`config.mk`:
```
export PLATFORM = sky130hd
export DESIGN_NAME = tsp_port
export DESIGN_NICKNAME = d
export VERILOG_FILES = /design/src/tsp_port.v /design/src/tsp_rx.v
export VERILOG_INCLUDE_DIRS = /design/src
export SDC_FILE = /design/constraint.sdc
export NUM_CORES = 1
export LEC_CHECK = 0
export ABC_AREA = 1
export BUFFER_PORTS_ARGS = -buffer_cell sky130_fd_sc_hd__buf_2
export CAP_MARGIN = 30
export CORE_MARGIN = 2
export CORE_UTILIZATION = 43
export DETAILED_ROUTE_END_ITERATION = 12
export GPL_TIMING_DRIVEN = 1
export PLACE_DENSITY_LB_ADDON = 0.08
export SETUP_SLACK_MARGIN = 0.05
export SYNTH_ARGS = -nofsm -noshare
export SYNTH_HDL_FRONTEND = slang
export SYNTH_SLANG_ARGS = --single-unit
```
`constraint.sdc`:
```
create_clock -name hclk -period 1.99 [get_ports hclk]
set_input_delay 0 -clock hclk [delete_from_list [all_inputs] [get_ports hclk]]
set_output_delay 0 -clock hclk [all_outputs]
set_load 0.01 [all_outputs]
```
`src/tsp_defs.vh`:
```
/*
 Constants of the telemetry serial port: register offsets, field positions,
 reset values and timing counts. Assumes a 40 MHz clock.
*/
`ifndef TSP_DEFS_VH
`define TSP_DEFS_VH
`define TSP_CLK_HZ 40000000
`define TSP_OFF_CTRL 8'h00
`define TSP_OFF_STATION 8'h04
`define TSP_OFF_DELAY 8'h08
`define TSP_OFF_SHUTDOWN 8'h0c
`define TSP_OFF_TXDATA 8'h10
`define TSP_OFF_RXDATA 8'h14
`define TSP_OFF_STATUS 8'h18
`define TSP_CTRL_BAUD_LSB 0
`define TSP_CTRL_FLOW_LSB 4
`define TSP_CTRL_RESET 8'h00
`define TSP_STATION_RESET 8'h01
`define TSP_DELAY_RESET 16'h0000
`define TSP_BAUD_1200 2'h0
`define TSP_BAUD_2400 2'h1
`define TSP_BAUD_4800 2'h2
`define TSP_BAUD_9600 2'h3
`define TSP_FLOW_NONE 2'h0
`define TSP_FLOW_RTS 2'h1
`define TSP_FLOW_RCTS 2'h2
`define TSP_DIV_1200 (`TSP_CLK_HZ / 1200)
`define TSP_DIV_2400 (`TSP_CLK_HZ / 2400)
`define TSP_DIV_4800 (`TSP_CLK_HZ / 4800)
`define TSP_DIV_9600 (`TSP_CLK_HZ / 9600)
`define TSP_TICK_MS 10
`define TSP_TICK_CYCLES (`TSP_CLK_HZ / 1000 * `TSP_TICK_MS)
`define TSP_ST_TXFULL 0
`define TSP_ST_RXVALID 1
`define TSP_ST_FRAMERR 2
`define TSP_ST_GAPERR 3
`define TSP_ST_RTS 4
`define TSP_ST_BUSY 5
`define TSP_ST_STOPPED 6
`endif

```
`src/tsp_port.v`:
```
/*
 Telemetry serial port top: AHB-Lite register slave, transmitter with
 three flow-control modes, receiver, gap check and remote shutdown hold.
 Assumes pins synchronous to hclk, single-word AHB-Lite transfers.
*/
// The address map and register access over AHB-Lite were decided locally.
`timescale 1ns/10ps
`include "tsp_defs.vh"
// Contract
// - Characters use one start, eight data, no parity, one stop bit.
// - Bit rate selectable from 1200 to 9600 baud; both ends match.
// - Station number held, range 1 to 255.
// - Flow control selects none, RTS pre-key, or RTS/CTS handshake.
// - No handshake: transmit starts without any handshake line activity.
// - Pre-key: assert RTS, wait pre-transmit delay, then send.
// - Full handshake: assert RTS, hold data until CTS asserted.
// - Gap between characters of a message stays within the set limit.
// - Nonzero shutdown value stops motor and blocks restarts until zero.
module tsp_port (
  input wire hclk,
  input wire hresetn,
  input wire hsel,
  input wire [31:0] haddr,
  input wire [1:0] htrans,
  input wire hwrite,
  input wire [2:0] hsize,
  input wire [31:0] hwdata,
  input wire hready,
  output wire [31:0] hrdata,
  output wire hreadyout,
  output wire hresp,
  input wire rxd,
  output reg txd,
  output reg rts,
  input wire cts,
  input wire motor_run_request,
  output reg motor_enable
);
  localparam S_IDLE = 3'd0;
  localparam S_PREKEY = 3'd1;
  localparam S_WAITCTS = 3'd2;
  localparam S_SEND = 3'd3;
  localparam S_GAP = 3'd4;

  reg [7:0] ctrl;
  reg [7:0] station;
  reg [7:0] pre_transmit_delay;
  reg [7:0] inter_char_delay;
  reg [7:0] shutdown_value;
  reg [7:0] tx_hold;
  reg tx_full;
  reg tx_last;
  reg [7:0] rx_data;
  reg rx_valid;
  reg frame_err;
  reg gap_err;
  reg wr_pend;
  reg rd_pend;
  reg [7:0] wr_addr;
  reg [7:0] rd_addr;
  reg [31:0] rdata;
  reg [2:0] state;
  reg [9:0] shift;
  reg [3:0] bit_cnt;
  reg [15:0] baud_cnt;
  reg [18:0] tick_cnt;
  reg [7:0] delay_cnt;
  reg [31:0] div_full;
  reg cur_last;
  wire [15:0] bit_div;
  wire [31:0] tick_reload;
  wire [1:0] baud_sel;
  wire [1:0] flow_control_select;
  wire tick;
  wire take;
  wire [7:0] rx_byte;
  wire rx_done;
  wire rx_frame_err;
  wire tx_load;

  assign baud_sel = ctrl[`TSP_CTRL_BAUD_LSB+1:`TSP_CTRL_BAUD_LSB];
  assign flow_control_select = ctrl[`TSP_CTRL_FLOW_LSB+1:`TSP_CTRL_FLOW_LSB];
  assign hreadyout = 1'b1;
  assign hresp = 1'b0;
  assign hrdata = rdata;
  assign take = hsel & hready & htrans[1];
  assign tick = (tick_cnt == 19'h00000);
  assign bit_div = div_full[15:0];
  assign tick_reload = `TSP_TICK_CYCLES - 1;

  always @* begin
    if (baud_sel == `TSP_BAUD_9600) begin
      div_full = `TSP_DIV_9600;
    end else if (baud_sel == `TSP_BAUD_4800) begin
      div_full = `TSP_DIV_4800;
    end else if (baud_sel == `TSP_BAUD_2400) begin
      div_full = `TSP_DIV_2400;
    end else begin
      div_full = `TSP_DIV_1200;
    end
  end

  // Address phase capture and register writes
  always @(posedge hclk or negedge hresetn) begin
    if (!hresetn) begin
      wr_pend <= 1'b0;
      rd_pend <= 1'b0;
      wr_addr <= 8'h00;
      rd_addr <= 8'h00;
      ctrl <= `TSP_CTRL_RESET;
      station <= `TSP_STATION_RESET;
      {inter_char_delay, pre_transmit_delay} <= `TSP_DELAY_RESET;
      shutdown_value <= 8'h00;
      tx_hold <= 8'h00;
      tx_last <= 1'b0;
    end else begin
      wr_pend <= take & hwrite;
      rd_pend <= take & ~hwrite;
      wr_addr <= haddr[7:0];
      rd_addr <= haddr[7:0];
      if (wr_pend) begin
        if (wr_addr == `TSP_OFF_CTRL) begin
          ctrl <= hwdata[7:0];
        end else if (wr_addr == `TSP_OFF_STATION) begin
          if (hwdata[7:0] != 8'h00)
            station <= hwdata[7:0];
        end else if (wr_addr == `TSP_OFF_DELAY) begin
          pre_transmit_delay <= hwdata[7:0];
          inter_char_delay <= hwdata[15:8];
        end else if (wr_addr == `TSP_OFF_SHUTDOWN) begin
          shutdown_value <= hwdata[7:0];
        end else if (wr_addr == `TSP_OFF_TXDATA) begin
          if (!tx_full) begin
            tx_hold <= hwdata[7:0];
            tx_last <= hwdata[8];
          end
        end
      end
    end
  end

  // Read data
  always @(posedge hclk or negedge hresetn) begin
    if (!hresetn) begin
      rdata <= 32'h00000000;
    end else if (take & ~hwrite) begin
      if (haddr[7:0] == `TSP_OFF_CTRL) begin
        rdata <= {24'h000000, ctrl};
      end else if (haddr[7:0] == `TSP_OFF_STATION) begin
        rdata <= {24'h000000, station};
      end else if (haddr[7:0] == `TSP_OFF_DELAY) begin
        rdata <= {16'h0000, inter_char_delay, pre_transmit_delay};
      end else if (haddr[7:0] == `TSP_OFF_SHUTDOWN) begin
        rdata <= {24'h000000, shutdown_value};
      end else if (haddr[7:0] == `TSP_OFF_RXDATA) begin
        rdata <= {24'h000000, rx_data};
      end else if (haddr[7:0] == `TSP_OFF_STATUS) begin
        rdata <= {25'h0000000, ~motor_enable, state != S_IDLE, rts, gap_err, frame_err, rx_valid, tx_full};
      end else begin
        rdata <= 32'h00000000;
      end
    end
  end

  // Motor hold while shutdown value nonzero
  always @(posedge hclk or negedge hresetn) begin
    if (!hresetn)
      motor_enable <= 1'b0;
    else
      motor_enable <= motor_run_request & (shutdown_value == 8'h00);
  end

  // Receiver and its flags; set wins over clear
  tsp_rx u_rx (
    .hclk(hclk),
    .hresetn(hresetn),
    .rxd(rxd),
    .bit_div(bit_div),
    .rx_byte(rx_byte),
    .rx_done(rx_done),
    .rx_frame_err(rx_frame_err)
  );

  always @(posedge hclk or negedge hresetn) begin
    if (!hresetn) begin
      rx_data <= 8'h00;
      rx_valid <= 1'b0;
      frame_err <= 1'b0;
    end else begin
      if (rx_done) begin
        rx_data <= rx_byte;
        rx_valid <= 1'b1;
      end else if (rd_pend && rd_addr == `TSP_OFF_RXDATA) begin
        rx_valid <= 1'b0;
      end
      if (rx_frame_err)
        frame_err <= 1'b1;
      else if (wr_pend && wr_addr == `TSP_OFF_STATUS && hwdata[`TSP_ST_FRAMERR])
        frame_err <= 1'b0;
    end
  end

  // Ten millisecond tick
  always @(posedge hclk or negedge hresetn) begin
    if (!hresetn)
      tick_cnt <= 19'h00000;
    else if (state == S_IDLE || tick)
      tick_cnt <= tick_reload[18:0];
    else
      tick_cnt <= tick_cnt - 19'h00001;
  end

  assign tx_load = wr_pend && wr_addr == `TSP_OFF_TXDATA && !tx_full;

  // Transmit sequencer
  always @(posedge hclk or negedge hresetn) begin
    if (!hresetn) begin
      state <= S_IDLE;
      txd <= 1'b1;
      rts <= 1'b0;
      tx_full <= 1'b0;
      shift <= 10'h3ff;
      bit_cnt <= 4'h0;
      baud_cnt <= 16'h0000;
      delay_cnt <= 8'h00;
      gap_err <= 1'b0;
      cur_last <= 1'b0;
    end else begin
      if (tx_load)
        tx_full <= 1'b1;
      if (wr_pend && wr_addr == `TSP_OFF_STATUS && hwdata[`TSP_ST_GAPERR])
        gap_err <= 1'b0;
      case (state)
        S_IDLE: begin
          txd <= 1'b1;
          if (tx_full) begin
            delay_cnt <= pre_transmit_delay;
            if (flow_control_select == `TSP_FLOW_RTS) begin
              rts <= 1'b1;
              state <= S_PREKEY;
            end else if (flow_control_select == `TSP_FLOW_RCTS) begin
              rts <= 1'b1;
              state <= S_WAITCTS;
            end else begin
              state <= S_SEND;
              shift <= {1'b1, tx_hold, 1'b0};
              bit_cnt <= 4'h0;
              baud_cnt <= bit_div - 16'h0001;
              tx_full <= 1'b0;
              cur_last <= tx_last;
            end
          end
        end
        S_PREKEY: begin
          if (delay_cnt == 8'h00) begin
            state <= S_SEND;
            cur_last <= tx_last;
            shift <= {1'b1, tx_hold, 1'b0};
            bit_cnt <= 4'h0;
            baud_cnt <= bit_div - 16'h0001;
            tx_full <= 1'b0;
          end else if (tick) begin
            delay_cnt <= delay_cnt - 8'h01;
          end
        end
        S_WAITCTS: begin
          if (cts) begin
            state <= S_SEND;
            cur_last <= tx_last;
            shift <= {1'b1, tx_hold, 1'b0};
            bit_cnt <= 4'h0;
            baud_cnt <= bit_div - 16'h0001;
            tx_full <= 1'b0;
          end
        end
        S_SEND: begin
          txd <= shift[0];
          if (baud_cnt != 16'h0000) begin
            baud_cnt <= baud_cnt - 16'h0001;
          end else begin
            baud_cnt <= bit_div - 16'h0001;
            shift <= {1'b1, shift[9:1]};
            bit_cnt <= bit_cnt + 4'h1;
            if (bit_cnt == 4'h9) begin
              txd <= 1'b1;
              if (cur_last) begin
                rts <= 1'b0;
                state <= S_IDLE;
              end else begin
                delay_cnt <= inter_char_delay;
                state <= S_GAP;
              end
            end
          end
        end
        S_GAP: begin
          txd <= 1'b1;
          if (tx_full && !(tx_load)) begin
            state <= S_SEND;
            cur_last <= tx_last;
            shift <= {1'b1, tx_hold, 1'b0};
            bit_cnt <= 4'h0;
            baud_cnt <= bit_div - 16'h0001;
            tx_full <= 1'b0;
          end else if (delay_cnt == 8'h00 && tick) begin
            gap_err <= 1'b1;
            rts <= 1'b0;
            state <= S_IDLE;
          end else if (tick && delay_cnt != 8'h00) begin
            delay_cnt <= delay_cnt - 8'h01;
          end
        end
        default: begin
          state <= S_IDLE;
        end
      endcase
    end
  end
endmodule

```
`src/tsp_rx.v`:
```
/*
 Serial receiver: 8 data bits, no parity, 1 start, 1 stop.
 Assumes rxd already synchronous to hclk and idling high.
*/
`timescale 1ns/10ps
`include "tsp_defs.vh"
module tsp_rx (
  input wire hclk,
  input wire hresetn,
  input wire rxd,
  input wire [15:0] bit_div,
  output reg [7:0] rx_byte,
  output reg rx_done,
  output reg rx_frame_err
);
  reg busy;
  reg [3:0] bit_idx;
  reg [15:0] cnt;
  reg [7:0] shift;
  always @(posedge hclk or negedge hresetn) begin
    if (!hresetn) begin
      busy <= 1'b0;
      bit_idx <= 4'h0;
      cnt <= 16'h0000;
      shift <= 8'h00;
      rx_byte <= 8'h00;
      rx_done <= 1'b0;
      rx_frame_err <= 1'b0;
    end else begin
      rx_done <= 1'b0;
      rx_frame_err <= 1'b0;
      if (!busy) begin
        if (!rxd) begin
          busy <= 1'b1;
          bit_idx <= 4'h0;
          cnt <= {1'b0, bit_div[15:1]};
        end
      end else if (cnt != 16'h0000) begin
        cnt <= cnt - 16'h0001;
      end else begin
        cnt <= bit_div - 16'h0001;
        bit_idx <= bit_idx + 4'h1;
        if (bit_idx == 4'h0) begin
          if (rxd)
            busy <= 1'b0;
        end else if (bit_idx < 4'h9) begin
          shift <= {rxd, shift[7:1]};
        end else begin
          busy <= 1'b0;
          if (rxd) begin
            rx_byte <= shift;
            rx_done <= 1'b1;
          end else begin
            rx_frame_err <= 1'b1;
          end
        end
      end
    end
  end
endmodule

```
==> flow_metrics.py <==
metrics = {
    "global_route": {
        "grt_pass1_vias": 7956,
        "antenna_found_initial": 0,
        "grt_pass1_wl_mm": 41.0,
        "grt_usage_pct": 21.1,
        "grt_start_max_net_pins": 48,
        "grt_overflow_total": 0,
    },
    "clocking": {
        "htree_levels": 4,
        "clock-sinks": 189,
        "cts_buffer_depth": 2,
        "cts_root_buffer": "clkbuf_16",
        "clkLatencyLatePin_ns": 0.44,
        "cts_tree": "built",
        "cts_buffers": 17,
        "clk_pin_slew_ns": 0.09,
    },
    "timing": {
        "setup_tns_ns": 0,
        "timing.fmax_ghz": 0.551,
        "hold_viol": 0,
        "finalCritPeriodShare_pct": 91.1,
        "maxSlewViolCount": 0,
        "layout_min_cycle_time_ns": 1.81,
        "grt_setup_unrepaired": "true",
        "fin_skew_ns": 0.0157,
        "setup_viol_count_final": 0,
        "fin_hold_ws_ns": 0.00444,
    },
    "placement": {
        "dpl_cell_area_sq_mm": 0.0109,
        "routabilityCongestion": 0.876,
        "port_buffers": 51,
        "dp_hpwl_mm": 17.7,
    },
    "yosys": {
        "synthArstFlopShare_pct": 100,
        "yosys-top-cells-area": "dfrtp_1, nand2_1, o21ai_0",
        "yosysSeqAreaShare_pct": 47.3,
        "yosysTopAreaCell": "dfrtp_1",
        "synth-main-ff-cell": "dfrtp_1",
        "syn_inst": 1279,
        "yosysUniqueCellTypes": 43,
        "yosysWarnings": 0,
        "synth_commonest_cells": "nand2_1, dfrtp_1, inv_1",
        "synth_area_sq_mm": 0.0100,
        "yosysMostFrequentCell": "nand2_1",
        "synth_top_area_share_pct": 44.4,
        "synth_edf_count": 0,
        "synth-seq-cells": 189,
        "avgSynthCellArea_sq_um": 7.84,
    },
    "detailed_routing": {
        "routedWlPerCell_microns": 14.2,
        "drt_first_pass_iters": 7,
        "drtIter0Drc": 554,
        "vias_per_cell": 4.84,
        "vias": 8392,
        "detail-route-antenna-nets": 0,
        "drcViolationCount": 0,
        "totalWireLength_mm": 24.7,
    },
    "critical_path": {
        "setup.worst_path.end_class": "flop",
        "crit_arrival_ns": 2.18,
        "setup.worst_path.start_class": "flop",
        "critPathTopFamily": "simple AND/OR/NAND/NOR gates",
        "crit_buf_inv": 3,
        "worstPathRequired_ns": 2.36,
        "crit_slowest_cell": "dfrtp_1",
        "path_cells": "inv_1 > ha_1 > nand2_2 > nor2_4 > nand2_4 > nand2_4 > buf_4 > nand3_2 > nor2_4 > buf_6 > nand2_1 > nand3_1",
        "crit_path_max_incr_delay_ns": 0.37,
        "path_class": "reg2reg",
        "cp_max_fo": 9,
    },
    "layout": {
        "antenna_cells": 0,
        "final_core_util_pct": 52.4,
        "fin_area_sq_mm": 0.0119,
        "area_growth_pct": 19.1,
        "nets": 1505,
        "drive_gt1_share_pct": 16.2,
    },
    "power_and_ir_drop": {
        "switching_power_mw": 2.68,
        "power.total_mw": 8.94,
        "p_leak_nw": 6.05,
        "clockPowerShare_pct": 39.6,
        "power_frac_comb_pct": 12.4,
        "netSwitchingFraction_pct": 29.9,
        "peakVddDrop_uv": 545,
        "pwr-share-seq_pct": 48.0,
        "intPower_mw": 6.26,
        "p_per_area_mw_per_mm2": 749,
    },
    "floorplanning": {
        "rows": 55,
        "die_x_microns": 157,
        "initial_utilization_pct": 44.0,
        "coreArea_sq_mm": 0.0228,
        "die_h_microns": 157,
        "die-area_sq_mm": 0.0246,
        "ios": 114,
    },
    "run_status": {
        "outcome": "completed",
    },
    "flow_run": {
        "maxCapViolations": 0,
    },
    "worst_hold_path": {
        "hold_class": "in2reg",
    },
}
[timing repair]
action                     CTS  global route
gates resized for setup      0            30
setup endpoints to repair    0            44
buffers inserted             0             9
hold endpoints to repair   219             0
hold buffers                26             0
[cells in the final DEF (no fill, tap or decap), types with 9 or more instances in the layout]
cell and count:
nand2_1 379, dfrtp_1 175, inv_1 130, nor2_1 120
o21ai_0 104, nand3_1 83, buf_4 52, buf_2 50
a21oi_1 37, xor2_1 29, dlygate4sd3_1 26, ha_1 18
conb_1 18, clkbuf_16 17, nand4_1 15, nor2_4 14
nor2_2 13, dfstp_2 11, nand2_2 10, o31ai_1 10
inv_2 9
[area by class of cell]
cell class | instances | area (sq um)
clock inverter | 14 | 183
sequential | 189 | 4750
tap | 313 | 392
timing repair buffer | 136 | 1020
multi-input combinational | 922 | 4610
fill | 2182 | 10800
inverter | 142 | 543
timing repair inverter | 1 | 7.51
clock buffer | 18 | 439
[flip-flops by register name (all words and copies together), names as in the netlist, 8 cells and up]
register,count
station,8
u_rx.shift,8
baud_cnt,16
tx_hold,8
rd_addr,8
tick_cnt,19
hrdata,16
pre_transmit_delay,8
shift,9
ctrl,8
delay_cnt,8
u_rx.rx_byte,8
inter_char_delay,8
u_rx.cnt,16
rx_data,8
shutdown_value,8
[kinds of logic after synthesis]
| group | count (synthesis) | share of synthesized area [%] |
|---|---|---|
| AO/OA/AOI/OAI | 175 | 9.57 |
| XOR/XNOR | 37 | 3.23 |
| adder cells (fa/ha/maj) | 19 | 2.37 |
| buffers and inverters | 185 | 8.02 |
| flip-flops | 189 | 47.3 |
| multiplexers | 1 | 0.112 |
| other | 2 | 0.0749 |
| AND/OR/NAND/NOR | 671 | 29.3 |
[worst reg2reg max path: cells and delay by family (launching register included)]
family | cells | cell delay (ns)
fa+ha+maj | 1 | 0.18
buf+inv | 3 | 0.47
flops | 1 | 0.37
simple gates | 8 | 0.75
[metrics by stage]
stage | std cells | setup WS [ns]
detailed placement | 1666 | 0.119
CTS | 1724 | 0.112
floorplan | 1295 | 0.200
global placement | 1666 | 0.159
global route | 1735 | 0.0104
finish | 1735 | 0.177
[power by group through the flow]
stage / clock network (mW) / registers, mW / logic, mW
2_1_floorplan: 0 / 4.31 / 0.775
3_3_place_gp: 0 / 4.36 / 1.06
3_5_place_dp: 0 / 4.36 / 1.07
4_1_cts: 3.63 / 4.29 / 1.11
5_1_grt: 3.79 / 4.32 / 1.29
6_report: 3.54 / 4.29 / 1.11
[worst paths after layout]
kind / cells after the start / startpoint / slack, ns / end
min reg2reg: 2 / u_rx.rx_frame_err$_DFF_PN0_ / 0.45 / frame_err$_DFFE_PN0P_
max: 12 / baud_cnt[0]$_DFFE_PN0P_ / 0.18 / baud_cnt[10]$_DFFE_PN0P_
max in group asynchronous: 3 / hresetn / 1.21 / ctrl[0]$_DFFE_PN0P_
min in group asynchronous: 2 / hresetn / 0.07 / tick_cnt[3]$_DFF_PN0_
max reg2reg: 12 / baud_cnt[0]$_DFFE_PN0P_ / 0.18 / baud_cnt[10]$_DFFE_PN0P_
min: 3 / hwdata[6] / 0.004 / ctrl[6]$_DFFE_PN0P_
[per-layer routing]
layer / track usage [%] / up-vias / wire length [microns]
li1: - / 4306 / -
met1: 30.9 / 3883 / 12200
met2: 33.4 / 189 / 11300
met3: 2.77 / 14 / 974
met4: 4.89 / 0 / 215
met5: 0 / - / 0
Power figures use the tool's default switching activity.
